File: src/tce_params.svh
// Constants for the sensor configuration and alarm control block
`ifndef TCE_PARAMS_SVH
`define TCE_PARAMS_SVH
`define TCE_REG_CONFIG 8'h01
`define TCE_REG_UPPER 8'h02
`define TCE_REG_LOWER 8'h03
`define TCE_REG_CRIT 8'h04
`define TCE_BIT_HYST_HI 10
`define TCE_BIT_HYST_LO 9
`define TCE_BIT_SHUTDOWN 8
`define TCE_BIT_CRIT_LOCK 7
`define TCE_BIT_WIN_LOCK 6
`define TCE_BIT_ALARM_CLEAR 5
`define TCE_BIT_ALARM_STATUS 4
`define TCE_BIT_ALARM_OE 3
`define TCE_BIT_CRIT_ONLY 2
`define TCE_BIT_POLARITY 1
`define TCE_BIT_MODE 0
`define TCE_CONFIG_RESET 16'h0000
`define TCE_HYST_0P0 13'h0000
`define TCE_HYST_1P5 13'h000C
`define TCE_HYST_3P0 13'h0018
`define TCE_HYST_6P0 13'h0030
`define TCE_TEMP_HIGH_FLAG_BIT 14
`endif

File: src/tce_pkg.sv
// Types shared by the sensor configuration and alarm control block
package tce_pkg;
	typedef enum logic [1:0] {
		TCE_HYST_NONE,
		TCE_HYST_1P5_C,
		TCE_HYST_3P0_C,
		TCE_HYST_6P0_C
	} tce_hyst_t;
	typedef logic signed [12:0] tce_temp_t;
endpackage

File: src/tce_trip.sv
// One limit comparator with falling-temperature hysteresis
`timescale 1ns/10ps
module tce_trip
(
	input wire logic mclk,
	input wire logic arst_n,
	input wire logic enable,
	input wire logic sample,
	input wire tce_pkg::tce_temp_t temp,
	input wire tce_pkg::tce_temp_t limit,
	input wire tce_pkg::tce_temp_t margin,
	input wire logic trip_below,
	output logic tripped
);
	import tce_pkg::*;
	logic tripped_q;
	logic signed [13:0] release_pt;
	// Release point sits margin below the limit; wide to avoid wrap
	assign release_pt = 14'(limit) - 14'(margin);
	// ==========================================================
	// Trip state
	// Sets above the limit, releases only below limit minus margin; with trip_below, sets below limit minus margin, releases at or above limit
	always_ff @(posedge mclk or negedge arst_n)
	begin
		if (!arst_n)
			tripped_q <= 1'b0;
		else if (!enable)
			tripped_q <= 1'b0;
		else if (sample)
		begin
			if (trip_below)
				tripped_q <= (14'(temp) < release_pt) ? 1'b1 : (14'(temp) >= 14'(limit)) ? 1'b0 : tripped_q;
			else if (temp > limit)
				tripped_q <= 1'b1;
			else if (14'(temp) < release_pt)
				tripped_q <= 1'b0;
		end
	end
	assign tripped = tripped_q;
endmodule

File: src/tce_config.sv
// Configuration register and alarm pin control of the temperature sensor
`timescale 1ns/10ps
`include "tce_params.svh"
module tce_config
(
	input wire logic mclk,
	input wire logic arst_n,
	input wire logic [7:0] reg_addr,
	input wire logic [15:0] reg_wdata,
	input wire logic reg_wr,
	output logic [15:0] config_rdata,
	input wire logic conv_done,
	input wire tce_pkg::tce_temp_t temp_in,
	input wire tce_pkg::tce_temp_t upper_limit,
	input wire tce_pkg::tce_temp_t lower_limit,
	input wire tce_pkg::tce_temp_t crit_limit,
	output logic conv_enable,
	output logic temp_update_en,
	output logic upper_limit_wr_en,
	output logic lower_limit_wr_en,
	output logic crit_limit_wr_en,
	output logic temp_above_upper,
	output logic bus_active,
	output logic alarm_o,
	output logic alarm_oe
);
	import tce_pkg::*;

	// ==========================================================
	// Configuration fields
	tce_hyst_t hyst_q;
	logic shutdown_q;
	logic crit_lock_q;
	logic win_lock_q;
	logic alarm_oe_q;
	logic crit_only_q;
	logic polarity_q;
	logic mode_q;
	logic any_lock;
	logic cfg_wr;
	logic clear_req;
	assign any_lock = crit_lock_q | win_lock_q;
	assign cfg_wr = reg_wr && (reg_addr == `TCE_REG_CONFIG);

	// Hysteresis field, frozen by either lock
	always_ff @(posedge mclk or negedge arst_n)
	begin
		if (!arst_n)
			hyst_q <= TCE_HYST_NONE;
		else if (cfg_wr && !any_lock)
			hyst_q <= tce_hyst_t'(reg_wdata[`TCE_BIT_HYST_HI:`TCE_BIT_HYST_LO]);
	end

	// Shutdown: entry blocked by locks, exit always allowed
	always_ff @(posedge mclk or negedge arst_n)
	begin
		if (!arst_n)
			shutdown_q <= 1'b0;
		else if (cfg_wr)
		begin
			if (!reg_wdata[`TCE_BIT_SHUTDOWN])
				shutdown_q <= 1'b0;
			else if (!any_lock)
				shutdown_q <= 1'b1;
		end
	end

	// Locks only ever set from the bus; only power-on reset clears them
	always_ff @(posedge mclk or negedge arst_n)
	begin
		if (!arst_n)
		begin
			crit_lock_q <= 1'b0;
			win_lock_q <= 1'b0;
		end
		else if (cfg_wr)
		begin
			crit_lock_q <= crit_lock_q | reg_wdata[`TCE_BIT_CRIT_LOCK];
			win_lock_q <= win_lock_q | reg_wdata[`TCE_BIT_WIN_LOCK];
		end
	end

	// Pin controls frozen by either lock
	always_ff @(posedge mclk or negedge arst_n)
	begin
		if (!arst_n)
		begin
			alarm_oe_q <= 1'b0;
			polarity_q <= 1'b0;
			mode_q <= 1'b0;
		end
		else if (cfg_wr && !any_lock)
		begin
			alarm_oe_q <= reg_wdata[`TCE_BIT_ALARM_OE];
			polarity_q <= reg_wdata[`TCE_BIT_POLARITY];
			mode_q <= reg_wdata[`TCE_BIT_MODE];
		end
	end

	// Critical-only filter: the window lock alone freezes it
	always_ff @(posedge mclk or negedge arst_n)
	begin
		if (!arst_n)
			crit_only_q <= 1'b0;
		else if (cfg_wr && !win_lock_q)
			crit_only_q <= reg_wdata[`TCE_BIT_CRIT_ONLY];
	end

	// Clear is a strobe only, meaningful in interrupt mode
	assign clear_req = cfg_wr && reg_wdata[`TCE_BIT_ALARM_CLEAR] && mode_q;

	// ==========================================================
	// Conversion control
	// Sensor stops in shutdown; the bus side is never gated here
	assign conv_enable = !shutdown_q;
	assign temp_update_en = !shutdown_q;
	assign bus_active = 1'b1;

	// Limit register write gates
	assign upper_limit_wr_en = !win_lock_q;
	assign lower_limit_wr_en = !win_lock_q;
	assign crit_limit_wr_en = !crit_lock_q;

	// ==========================================================
	// Trip comparators
	tce_temp_t margin;
	logic sample;
	logic trip_upper;
	logic trip_lower;
	logic trip_crit;
	always_comb
	begin
		unique case (hyst_q)
			TCE_HYST_NONE: margin = `TCE_HYST_0P0;
			TCE_HYST_1P5_C: margin = `TCE_HYST_1P5;
			TCE_HYST_3P0_C: margin = `TCE_HYST_3P0;
			TCE_HYST_6P0_C: margin = `TCE_HYST_6P0;
		endcase
	end
	// Comparators only look at fresh samples while converting
	assign sample = conv_done && !shutdown_q;

	tce_trip u_upper (
		.mclk(mclk),
		.arst_n(arst_n),
		.enable(1'b1),
		.sample(sample),
		.temp(temp_in),
		.limit(upper_limit),
		.margin(margin),
		.trip_below(1'b0),
		.tripped(trip_upper)
	);
	tce_trip u_crit (
		.mclk(mclk),
		.arst_n(arst_n),
		.enable(1'b1),
		.sample(sample),
		.temp(temp_in),
		.limit(crit_limit),
		.margin(margin),
		.trip_below(1'b0),
		.tripped(trip_crit)
	);
	// Lower limit trips on falling temperature, releases at or above it
	tce_trip u_lower (
		.mclk(mclk),
		.arst_n(arst_n),
		.enable(1'b1),
		.sample(sample),
		.temp(temp_in),
		.limit(lower_limit),
		.margin(margin),
		.trip_below(1'b1),
		.tripped(trip_lower)
	);
	assign temp_above_upper = trip_upper;

	// ==========================================================
	// Alarm condition and pin state
	logic condition;
	logic fresh_q;
	logic pin_drive;
	logic cond_prev_q;
	logic latched_q;
	logic released_q;
	logic active;
	assign condition = crit_only_q ? trip_crit : (trip_upper | trip_crit | trip_lower);

	// Trips settle one edge after a sample; judging the latch on the sample
	// edge itself would act on the previous conversion's result
	always_ff @(posedge mclk or negedge arst_n)
	begin
		if (!arst_n)
			fresh_q <= 1'b0;
		else
			fresh_q <= sample;
	end

	// Edge memory for interrupt mode, updated only once trips are settled
	always_ff @(posedge mclk or negedge arst_n)
	begin
		if (!arst_n)
			cond_prev_q <= 1'b0;
		else if (fresh_q)
			cond_prev_q <= condition;
	end

	// Interrupt latch: a new event in the clear cycle wins
	always_ff @(posedge mclk or negedge arst_n)
	begin
		if (!arst_n)
			latched_q <= 1'b0;
		else if (!alarm_oe_q || !mode_q)
			latched_q <= 1'b0;
		else if (fresh_q && condition && !cond_prev_q)
			latched_q <= 1'b1;
		else if (clear_req)
			latched_q <= 1'b0;
	end

	// Pin stays released from shutdown until the next sample lands
	always_ff @(posedge mclk or negedge arst_n)
	begin
		if (!arst_n)
			released_q <= 1'b0;
		else if (shutdown_q)
			released_q <= 1'b1;
		else if (conv_done)
			released_q <= 1'b0;
	end

	// Pending interrupt may reassert at once after shutdown exit
	always_comb
	begin
		if (shutdown_q || !alarm_oe_q)
			active = 1'b0;
		else if (mode_q)
			active = latched_q;
		else
			active = condition && !released_q;
	end

	// Pin is released in shutdown and after it until a fresh sample; only a
	// pending interrupt may take it back early, so no stale level is driven
	assign pin_drive = alarm_oe_q && !shutdown_q && (!released_q || (mode_q && latched_q));

	// Driven level with selectable active level
	always_ff @(posedge mclk or negedge arst_n)
	begin
		if (!arst_n)
			alarm_o <= 1'b1;
		else
			alarm_o <= active ~^ polarity_q;
	end

	// Output enable, registered so it moves together with the level
	always_ff @(posedge mclk or negedge arst_n)
	begin
		if (!arst_n)
			alarm_oe <= 1'b0;
		else
			alarm_oe <= pin_drive;
	end

	// ==========================================================
	// Readback: reserved and clear bits read zero
	always_comb
	begin
		config_rdata = `TCE_CONFIG_RESET;
		config_rdata[`TCE_BIT_HYST_HI:`TCE_BIT_HYST_LO] = hyst_q;
		config_rdata[`TCE_BIT_SHUTDOWN] = shutdown_q;
		config_rdata[`TCE_BIT_CRIT_LOCK] = crit_lock_q;
		config_rdata[`TCE_BIT_WIN_LOCK] = win_lock_q;
		config_rdata[`TCE_BIT_ALARM_CLEAR] = 1'b0;
		config_rdata[`TCE_BIT_ALARM_STATUS] = active;
		config_rdata[`TCE_BIT_ALARM_OE] = alarm_oe_q;
		config_rdata[`TCE_BIT_CRIT_ONLY] = crit_only_q;
		config_rdata[`TCE_BIT_POLARITY] = polarity_q;
		config_rdata[`TCE_BIT_MODE] = mode_q;
	end
endmodule

File: config.mk
export PLATFORM = sky130hd
export DESIGN_NAME = tce_config
export DESIGN_NICKNAME = d
export VERILOG_FILES = /design/src/tce_pkg.sv /design/src/tce_trip.sv /design/src/tce_config.sv
export VERILOG_INCLUDE_DIRS = /design/src
export SDC_FILE = /design/constraint.sdc
export NUM_CORES = 1
export LEC_CHECK = 0
export BUFFER_PORTS_ARGS = -buffer_cell sky130_fd_sc_hd__buf_2
export CORE_MARGIN = 4
export CORE_UTILIZATION = 50
export CTS_CLUSTER_DIAMETER = 60
export DETAILED_ROUTE_END_ITERATION = 8
export GPL_TIMING_DRIVEN = 1
export PLACE_DENSITY_LB_ADDON = 0.25
export SLEW_MARGIN = 10
export SYNTH_ARGS = -nofsm -noshare
export SYNTH_HDL_FRONTEND = slang
export SYNTH_HIERARCHICAL = 1
export SYNTH_SLANG_ARGS = --single-unit
File: constraint.sdc
create_clock -name mclk -period 6.2 [get_ports mclk]
set_clock_uncertainty 0.15 [all_clocks]
set_input_delay 0.62 -clock mclk [delete_from_list [all_inputs] [get_ports mclk]]
set_output_delay 0.62 -clock mclk [all_outputs]
set_load 0.03 [all_outputs]
==> metrics.txt, run 1 <==
Post-Route WL=about 12000 um; largest net degree at the start of global routing=19; Switching Fraction=0.446; Detailed Routing Iterations Pass 1=4; Max Cap Violations=0; synth cell count leaders=120 x ha_1, 100 x inv_1, 40 x a21oi_1; share of layout cells above drive strength 1=0.186; Async SR Flop Fraction=1.00; hold-fix buffers at CTS=0; number of synthesized flops with an enable pin=0; Vias/cell=roughly 5.3; sequential element share of the synthesized area=0.0946; root buffer cell=clkbuf_8; vias=roughly 4500; RSZ-0062 raised after global routing=false; Fillers=just over 900; WL per Instance=about 14 um; NumNets Final=approximately 930; Cell Area, Placed=approximately 5400 um^2; Comb power frac=0.664; first-pass GRT wire length=19600 um; Final Instance Area=5490 um^2; worst-case clock buffer depth=2; actual slew at the worst max-slew pin=~0.77 ns; post-synthesis cell type count=67; Synth Flop Type=dfrtp_1; gp weighted congestion=0.854; HPWL after detailed placement=about 10000 um; P_int=387 uW; gr usage total=0.209; Synth top area share=0.314; Buf/Inv on CP=3; crit-path leading delay family=compound AO/OA/AOI/OAI gates; CTS tree=done; worst setup path category=flop to flop; Reg power frac=0.197; max-slew violations=0; cell taking the most area after synthesis=ha_1; worst skew pair latency=approximately 0.26 ns; setup tns final=0 ns; Routed Antenna Nets=0; Net Switching=about 310 uW; I/O pins=roughly 110; Mean Syn Cell Area=roughly 7.9 um^2; Core ar.=9280 um^2; Setup crit start kind=flop; Die W=around 110 um; Cell Pwr Density=128 nW/um^2; min Tclk post-route=approximately 4.4 ns; Hold Fails Final Rpt=0; final setup vio count=0; clk sink count=18; ranking of synthesized cells by area=ha_1 31%, dfrtp_1 8.9%, inv_1 7.9%; Mapped Cells=approximately 600; PortBufs=a little over 90; endpoint class of the critical path=flop; Worst Path Max Fanout=5; relative slew slack=0.489; critical path cell sequence=inv_1, ha_1, inv_1, inv_1, ha_1, a21boi_1, o21a_1, nor3_1, o31ai_1, a311oi_1, ha_1, nand4_1, nor3_1, o2111ai_1, and4_1, and3_2, o41a_1; status=finished, final reports clean; slowest CP cell=dfrtp_1; Core Rows=35; die height=around 110 um; GRT overflow=0; Initial Util=0.515; initial antenna violation count=0; Seq cells post-synth=18; CP arrival=4.42 ns; peak supply drop=~0.00016 V; Finished Layout Cells=about 850; vias in the first global route=4468; die area=between 10000 and 15000 um^2; final period utilization=0.715; Worst Hold Class=input port to asynchronous set/reset pin; Critical Path RT=around 6.2 ns; setup bufs post-CTS=0; clock power share=0.140; Num CTS Buffers=3; Post-Syn Area=between 4000 and 5000 um^2; diode count=0; post-CTS resize count=0; Synth-to-Final Area Change=14.9%; CTS clock-pin slew for the worst setup and hold paths=around 0.07 ns; leakage power=between 2 and 3 nW; First DRT Iteration DRCs=131; Worst path max stage delay=about 0.42 ns; total placed cells including tap cells=849; most numerous cell in the Yosys netlist=ha_1; Max H-tree Level=1; FMAX=approximately 0.23 GHz; Post-route DRC=0; Syn. warnings=6
## cells in the final DEF, fill, tap and decap left out, drive strengths merged, types with 6 or more instances in the layout
| cell type | netlist | final |
|---|---|---|
| buf | 17 | 91 |
| nand3 | 14 | 14 |
| dfrtp | 17 | 17 |
| nand2 | 38 | 38 |
| xor2 | 11 | 11 |
| a21oi | 40 | 40 |
| xnor2 | 19 | 19 |
| nand4 | 7 | 7 |
| a21o | 20 | 20 |
| nor3 | 16 | 16 |
| conb | 2 | 46 |
| o21ai | 34 | 34 |
| nor2b | 10 | 10 |
| nor2 | 20 | 20 |
| mux2 | 6 | 6 |
| and3 | 6 | 6 |
| ha | 120 | 120 |
| inv | 102 | 102 |
| nand2b | 14 | 14 |
## power by group through the flow
stage | clock, mW | combinational, mW | sequential, mW
finish | 0.0978 | 0.464 | 0.138
global route | 0.105 | 0.528 | 0.139
CTS | 0.101 | 0.461 | 0.138
detailed placement | 0 | 0.459 | 0.139
global placement | 0 | 0.439 | 0.138
floorplan | 0 | 0.344 | 0.140
## per-stage QoR
step / total power, mW / utilization / setup WS, ns / hold slack (ns)
final: 0.700 / 0.591 / 1.77 / 0.146
after CTS: 0.699 / 0.591 / 1.76 / 0.156
after global placement: 0.578 / 0.585 / 1.90 / 0.292
after floorplan: 0.485 / - / 2.14 / 0.174
after global routing: 0.772 / 0.591 / 1.44 / 0.177
after detailed placement: 0.598 / 0.585 / 1.77 / 0.307
## kinds of logic after synthesis
family,Yosys count,share of synthesized area
flip-flops,18,0.0946
adder cells (fa/ha/maj),123,0.327
AND/OR/NAND/NOR,151,0.184
multiplexers,9,0.0204
AO/OA/AOI/OAI,150,0.211
other,2,0.00157
XOR/XNOR,30,0.0550
buffers and inverters,119,0.107
## final timing paths
kind	from	endpoint	slack, ns	cells past startpoint
max	hyst_q[0]	u_lower/tripped	1.77	17
min	arst_n	polarity_q	0.15	1
max reg2reg	hyst_q[0]	u_lower/tripped	1.77	17
min reg2reg	polarity_q	alarm_o	0.32	1
max in group asynchronous	arst_n	alarm_o	5.42	1
min in group mclk	polarity_q	alarm_o	0.32	1
## registers in the layout, indices dropped and copies added, names as in the netlist
signal           cells
win_lock_q           1
u_lower/tripped      1
crit_lock_q          1
latched_q            1
polarity_q           1
hyst_q               2
shutdown_q           1
released_q           1
cond_prev_q          1
alarm_oe             1
alarm_oe_q           1
crit_only_q          1
u_upper/tripped      1
mode_q               1
fresh_q              1
u_crit/tripped       1
alarm_o              1
## area by class of cell
type / count / area [um^2] / share of cell area
Clock buffer: 4 / 55.1 / 0.0100
Inverter: 102 / 383 / 0.0698
Multi-Input combinational cell: 509 / 3980 / 0.725
Sequential cell: 18 / 452 / 0.0823
Tap cell: 129 / 161 / 0.0294
Timing Repair Buffer: 91 / 455 / 0.0830
## layer usage
metal	global-route usage	routed length, um
met3	0.0190	812
met5	0	0
met1	0.272	5080
met4	0.0490	218
met2	0.373	5800
Power figures use the tool's default switching activity.
==> run 2: changes to the inputs <==
--- a/config.mk
+++ b/config.mk
@@ -6,6 +6,7 @@
 export SDC_FILE = /design/constraint.sdc
 export NUM_CORES = 1
 export LEC_CHECK = 0
+export ABC_AREA = 1
 export BUFFER_PORTS_ARGS = -buffer_cell sky130_fd_sc_hd__buf_2
 export CORE_MARGIN = 4
 export CORE_UTILIZATION = 50
==> constraint.sdc (replaced) <==
create_clock -name mclk -period 3.6 [get_ports mclk]
set_clock_uncertainty 0.15 [all_clocks]
set_input_delay 0.36 -clock mclk [delete_from_list [all_inputs] [get_ports mclk]]
set_output_delay 0.36 -clock mclk [all_outputs]
set_load 0.03 [all_outputs]
==> metrics.txt, run 2 <==
Final Instance Area=6770 um^2 (was 5490 um^2); Finished Layout Cells=1141 (was 853); vias in the first global route=4836 (was 4468); GRT overflow=0 (unchanged); final period utilization=0.984 (was 0.715); first-pass GRT wire length=20200 um (was 19600 um); CTS clock-pin slew for the worst setup and hold paths=0.07 ns (about the same); post-layout util=0.659 (was 0.591); critical path cell sequence=ha_4, inv_2, inv_1, ha_4, nand2_1, o21ai_2, a21boi_2, o21ai_2, a31oi_1, xor2_1, ha_1, nand2_2, nor2_4, nand2_2, nor2_2, nand2_2, nand2_2, nand2_2, nand3_2, nand2_1, nor2_1, nand3_1, nand2_1 (was inv_1, ha_1, inv_1, inv_1, ha_1, a21boi_1, o21a_1, nor3_1, o31ai_1, a311oi_1, ha_1, nand4_1, nor3_1, o2111ai_1, and4_1, and3_2, o41a_1); Core Rows=37 (was 35); ranking of synthesized cells by area=ha_1 29%, nand2_1 16%, inv_1 13% (was ha_1 31%, dfrtp_1 8.9%, inv_1 7.9%); FMAX=0.282 GHz (was 0.226 GHz); Adder-Cell Fraction of Synth Area=0.297 (was 0.327); First DRT Iteration DRCs=253 (was 131); commonest non-fill, non-tap cells in the layout=213 x nand2_1, 169 x inv_1, 107 x ha_1 (was 120 x ha_1, 100 x inv_1, 91 x buf_2); vias=5394 (was 4535); cell taking the most area after synthesis=ha_1 (unchanged); worst flop-to-flop path endpoint=u_lower/tripped (unchanged); most common cell after layout, fill and taps aside=nand2_1 (was ha_1); Max H-tree Level=1 (unchanged); CP arrival=3.59 ns (was 4.42 ns); root buffer cell=clkbuf_8 (unchanged); CTS tree=done (unchanged); Die W=111 um (was 106 um); number of synthesized flops with an enable pin=0 (unchanged); R2R Path Start=hyst_q[1] (was hyst_q[0]); mux cell area share after synthesis=0 (was 0.0204); Post-route DRC=0 (unchanged); final setup vio count=0 (unchanged); RSZ-0062 raised after global routing=true (was false); total placed cells including tap cells=1116 (was 849); xor/xnor share of the synthesized area=0.0550 (about the same); largest net degree at the start of global routing=19 (unchanged); wire length on met3=432 um (was 812 um); Synth-to-Final Area Change=28.7% (was 14.9%); Worst path most repeated cell=nand2_2; Seq cells post-synth=18 (unchanged); Reg with most FFs=hyst_q (unchanged); I/O pins=105 (unchanged); most numerous cell in the Yosys netlist=nand2_1 (was ha_1); Hold Crit Start=reg_wdata[7]; Initial Util=0.512 (was 0.515); Async SR Flop Fraction=1.00 (unchanged); Hold Fails Final Rpt=0 (unchanged); Worst Reg-to-Reg Cells=23 (was 17); worst-case clock buffer depth=2 (unchanged); sequential element share of the synthesized area=0.0859 (was 0.0946); Num CTS Buffers=3 (unchanged); Mean Syn Cell Area=6.28 um^2 (was 7.94 um^2); Routed Antenna Nets=0 (unchanged); die area=12200 um^2 (was 11200 um^2); synth cell count leaders=226 x nand2_1, 177 x inv_1, 120 x ha_1 (was 120 x ha_1, 100 x inv_1, 40 x a21oi_1); Post-Syn Area=5260 um^2 (was 4780 um^2); R2R Setup Slk=0.06 ns (was 1.77 ns); Worst Hold End=crit_lock_q; Synth Flop Type=dfrtp_1 (unchanged); Post-Route WL=12800 um (was 11900 um); Setup crit start kind=flop (unchanged); WL per Instance=11.2 um (was 14.0 um); combinational family with the most area after synthesis=adder cells (unchanged); PortBufs=91 (unchanged); Worst path max stage delay=0.50 ns (was 0.42 ns); clk sink count=18 (unchanged); HPWL after detailed placement=10300 um (was 10200 um); Cell Pwr Density=202 nW/um^2 (was 128 nW/um^2); Critical Path RT=3.65 ns (was 6.19 ns); min Tclk post-route=3.54 ns (was 4.43 ns); Worst Path Max Fanout=5 (unchanged); Max Cap Violations=0 (unchanged); max-slew violations=0 (unchanged); Detailed Routing Iterations Pass 1=5 (was 4); max FFs per register=2 (unchanged); die height=111 um (was 106 um); status=finished, final reports clean (unchanged); post-synthesis compound-gate area fraction=0.109 (was 0.211); slowest CP cell=dfrtp_2 (was dfrtp_1); Pwr Total=1.37 mW (was 700 uW); Vias/cell=4.73 (was 5.32); worst skew pair latency=0.26 ns (about the same); endpoint class of the critical path=flop (unchanged); worst setup path category=flop to flop (unchanged); Core ar.=10300 um^2 (was 9280 um^2); gp weighted congestion=0.804 (was 0.854); Synth Area in Simple Gates=0.296 (was 0.184); met2 WL post-DR=6370 um (was 5800 um); peak supply drop=0.000128 V (was 0.000158 V); Cell Area, Placed=6070 um^2 (was 5430 um^2); Worst Hold Class=input port to flop (was input port to asynchronous set/reset pin); leakage power=3.87 nW (was 2.93 nW); Mapped Cells=837 (was 602); gr usage total=0.189 (was 0.209); hold path cells=3; WL met1=5840 um (was 5080 um); share of layout cells above drive strength 1=0.242 (was 0.186); hold slack=0.140 ns (was 0.146 ns); Top Metal Used=met4 (unchanged); NumNets Final=1208 (was 928); post-synthesis cell type count=34 (was 67); Syn. warnings=6 (unchanged); initial antenna violation count=1 (was 0); Synth top area share=0.286 (was 0.314)
run 2: changes by cell type after synthesis, sizes merged, moves of 14 or more:
| cell | delta |
|---|---|
| nand3 | +37 |
| nand2 | +198 |
| nor2 | +40 |
| a21o | -14 |
| inv | +78 |
| nand2b | -14 |
run 2: metal layers:
layer	vias to the layer above	global-route usage
met4	0	0.0213
met2	77	0.344
met5	-	0
met3	11	0.0208
met1	2394	0.246
li1	2912	-
run 2: per-stage QoR:
step | setup TNS [ns] | setup WS, ns
5_1_grt | -0.228 | -0.144
3_3_place_gp | 0 | 0.0175
2_1_floorplan | 0 | 0.0359
3_5_place_dp | -0.139 | -0.0554
4_1_cts | 0 | 0.0219
6_report | 0 | 0.0585
run 2: what timing repair did:
item	in CTS	in global routing
resized for setup	6	89
buffers inserted	0	19
endpoints found under the hold margin	17	0
setup endpoints to repair	3	3
gates cloned	0	0
pin swaps	0	72
hold buffers	1	0
run 2: cells by family after synthesis:
family,after synthesis
buf+inv,201
fa+ha+maj,123
other cells,2
compound gates,98
xor+xnor,33
simple gates,362
flops,18
run 2: how the worst max path moves through the flow:
stage,start,end,slack [ns]
floorplan,hyst_q[0],u_lower/tripped,0.04
global placement,hyst_q[0],u_crit/tripped,0.02
detailed placement,hyst_q[0],u_crit/tripped,-0.06
CTS,hyst_q[0],u_crit/tripped,0.02
global route,hyst_q[1],u_lower/tripped,-0.14
finish,hyst_q[1],u_lower/tripped,0.06
run 2: area by class of cell:
class	instances	area, um^2
Inverter	184	693
Antenna cell	1	2.50
Tap cell	136	170
Clock buffer	4	55.1
Timing Repair Buffer	127	744
Fill cell	932	3510
Multi-Input combinational cell	671	4650
Sequential cell	18	454
run 2: critical path, delay by kind of cell (launching register included):
family          cells  cell delay (ns)
fa+ha+maj           3             0.85
flops               1             0.50
buf+inv             2             0.15
xor+xnor            1             0.17
compound gates      4             0.59
simple gates       13             1.08
run 2: where the power goes:
part           internal, mW  switching (mW)  total [mW]
combinational         0.418           0.565       0.983
clock                0.0973          0.0708       0.168
sequential            0.213         0.00599       0.219
==> run 3: changes to the inputs <==
==> constraint.sdc (replaced) <==
create_clock -name mclk -period 3.2 [get_ports mclk]
set_clock_uncertainty 0.15 [all_clocks]
set_input_delay 0.32 -clock mclk [delete_from_list [all_inputs] [get_ports mclk]]
set_output_delay 0.32 -clock mclk [all_outputs]
set_load 0.03 [all_outputs]
==> metrics.txt, run 3 (same netlist as run 2, synthesis figures left out) <==
Max H-tree Level=1 (unchanged); vias in the first global route=5023 (was 4836); First DRT Iteration DRCs=169 (was 253); initial antenna violation count=0 (was 1); Critical Path RT=3.19 ns (was 3.65 ns); Fillers=946 (was 932); clock power share=0.117 (was 0.123); largest net degree at the start of global routing=19 (unchanged); Core Rows=37 (unchanged); Cell Pwr Density=227 nW/um^2 (was 202 nW/um^2); commonest non-fill, non-tap cells in the layout=213 x nand2_1, 167 x inv_1, 107 x ha_1 (was 213 x nand2_1, 169 x inv_1, 107 x ha_1); Synth-to-Final Area Change=30.9% (was 28.7%); failing checks=negative setup slack; Post-Route WL=12600 um (was 12800 um); gp weighted congestion=0.848 (was 0.804); max FFs per register=2 (unchanged); worst skew pair latency=0.25 ns (was 0.26 ns); total placed cells including tap cells=1142 (was 1116); Routed Antenna Nets=0 (unchanged); Vias/cell=4.66 (was 4.73); WL per Instance=10.8 um (was 11.2 um); FMAX=0.288 GHz (was 0.282 GHz); vias=5392 (was 5394); root buffer cell=clkbuf_8 (unchanged); Worst Path Max Fanout=4 (was 5); Switching Fraction=0.460 (was 0.469); Post-route DRC=0 (unchanged); Pwr Total=1.56 mW (was 1.37 mW); Reg with most FFs=hyst_q (unchanged); CP arrival=3.47 ns (was 3.59 ns); Final Instance Area=6880 um^2 (was 6770 um^2); hold slack=0.112 ns (was 0.140 ns); max-slew violations=0 (unchanged); Detailed Routing Iterations Pass 1=4 (was 5); min Tclk post-route=3.48 ns (was 3.54 ns); NumNets Final=1226 (was 1208); worst-case clock buffer depth=2 (unchanged); HPWL after detailed placement=10600 um (was 10300 um); worst setup path category=flop to flop (unchanged); Num CTS Buffers=3 (unchanged); Initial Util=0.512 (unchanged); diode count=0 (was 1); Hold Fails Final Rpt=0 (unchanged); final period utilization=1.09 (was 0.984); Die W=111 um (unchanged); final setup vio count=3 (was 0); CTS clock-pin slew for the worst setup and hold paths=0.07 ns (about the same); Reg power frac=0.157 (was 0.160); P_int=844 uW (was 728 uW); status=finished with violations (was finished, final reports clean); Core ar.=10300 um^2 (unchanged); I/O pins=105 (unchanged); RSZ-0062 raised after global routing=true (unchanged); setup slack after layout=-0.275 ns (was 0.0585 ns); leakage power=3.95 nW (was 3.87 nW); Net Switching=720 uW (was 642 uW); share of layout cells above drive strength 1=0.256 (was 0.242); setup tns final=-0.652 ns (was 0 ns); most common cell after layout, fill and taps aside=nand2_1 (unchanged); CTS tree=done (unchanged); die area=12200 um^2 (unchanged); Setup crit start kind=flop (unchanged); endpoint class of the critical path=flop (unchanged); peak supply drop=0.000197 V (was 0.000128 V); Cell Area, Placed=6420 um^2 (was 6070 um^2); GRT overflow=0 (unchanged); Worst Hold Class=input port to flop (unchanged); die height=111 um (unchanged); clk sink count=18 (unchanged); Max Cap Violations=0 (unchanged); gr usage total=0.197 (was 0.189); PortBufs=91 (unchanged); Finished Layout Cells=1158 (was 1141); first-pass GRT wire length=21100 um (was 20200 um); Comb power frac=0.725 (was 0.718)
==> run 3: what timing repair did <==
item                                    in CTS  in global routing
gates resized for setup                     11                 52
setup buffers                                6                  5
endpoints found under the hold margin       17                  0
endpoints found under the setup margin       3                  3
hold buffers                                 1                  0
pin swaps                                   11                 54
==> run 3: layout make-up <==
type	instances	area (um^2)	area share
well taps	136	170	0.0247
inverters	184	693	0.101
flip-flops and latches	18	454	0.0660
multi-input cells	671	4640	0.674
clock buffers	4	55.1	0.00800
repair buffers	145	867	0.126
==> run 3: worst max-delay path, stage by stage, from the launching register on <==
cell	delay, ns
dfrtp_2	0.46
ha_4	0.18
or2_4	0.27
inv_2	0.07
ha_4	0.19
a21o_1	0.21
nand3_1	0.07
nand2_1	0.06
nand3_2	0.08
o2111ai_4	0.14
nand2_2	0.09
a22oi_2	0.05
ha_1	0.34
nand2_2	0.10
inv_1	0.04
nand2_1	0.06
nand2_1	0.08
a21oi_4	0.18
nand2_2	0.09
nand2_2	0.08
nand3_2	0.08
nor2_1	0.10
nor2_1	0.05
nand3_1	0.08
nand2_1	0.06
==> run 3: layer usage <==
layer | track usage | share of wire | vias up
met5 | 0 | 0 | -
met4 | 0.0156 | 0.0061 | 0
met3 | 0.0159 | 0.021 | 6
met2 | 0.373 | 0.50 | 57
met1 | 0.252 | 0.47 | 2384
li1 | - | - | 2945
==> run 3: per-stage QoR <==
step / util / worst slack [ns]
3_3_place_gp: 0.624 / -0.219
3_5_place_dp: 0.624 / -0.287
4_1_cts: 0.641 / -0.224
2_1_floorplan: - / -0.0837
6_report: 0.669 / -0.275
5_1_grt: 0.669 / -0.442
==> run 3: power by group through the flow <==
stage | Clock (mW) | Combinational, mW | Sequential, mW
floorplan | 0 | 0.724 | 0.254
global placement | 0 | 0.978 | 0.250
detailed placement | 0 | 1.00 | 0.250
CTS | 0.184 | 1.03 | 0.246
global route | 0.197 | 1.31 | 0.248
finish | 0.183 | 1.13 | 0.246
==> run 3: path summary, 6_finish.rpt <==
check | from | to | slack (ns) | cells past startpoint
max | hyst_q[1] | u_lower/tripped | -0.28 | 24
min | reg_wdata[6] | win_lock_q | 0.11 | 3
max reg2reg | hyst_q[1] | u_lower/tripped | -0.28 | 24
min reg2reg | released_q | alarm_oe | 0.32 | 1
max in group asynchronous | arst_n | alarm_o | 2.18 | 2
min in group asynchronous | arst_n | polarity_q | 0.40 | 2
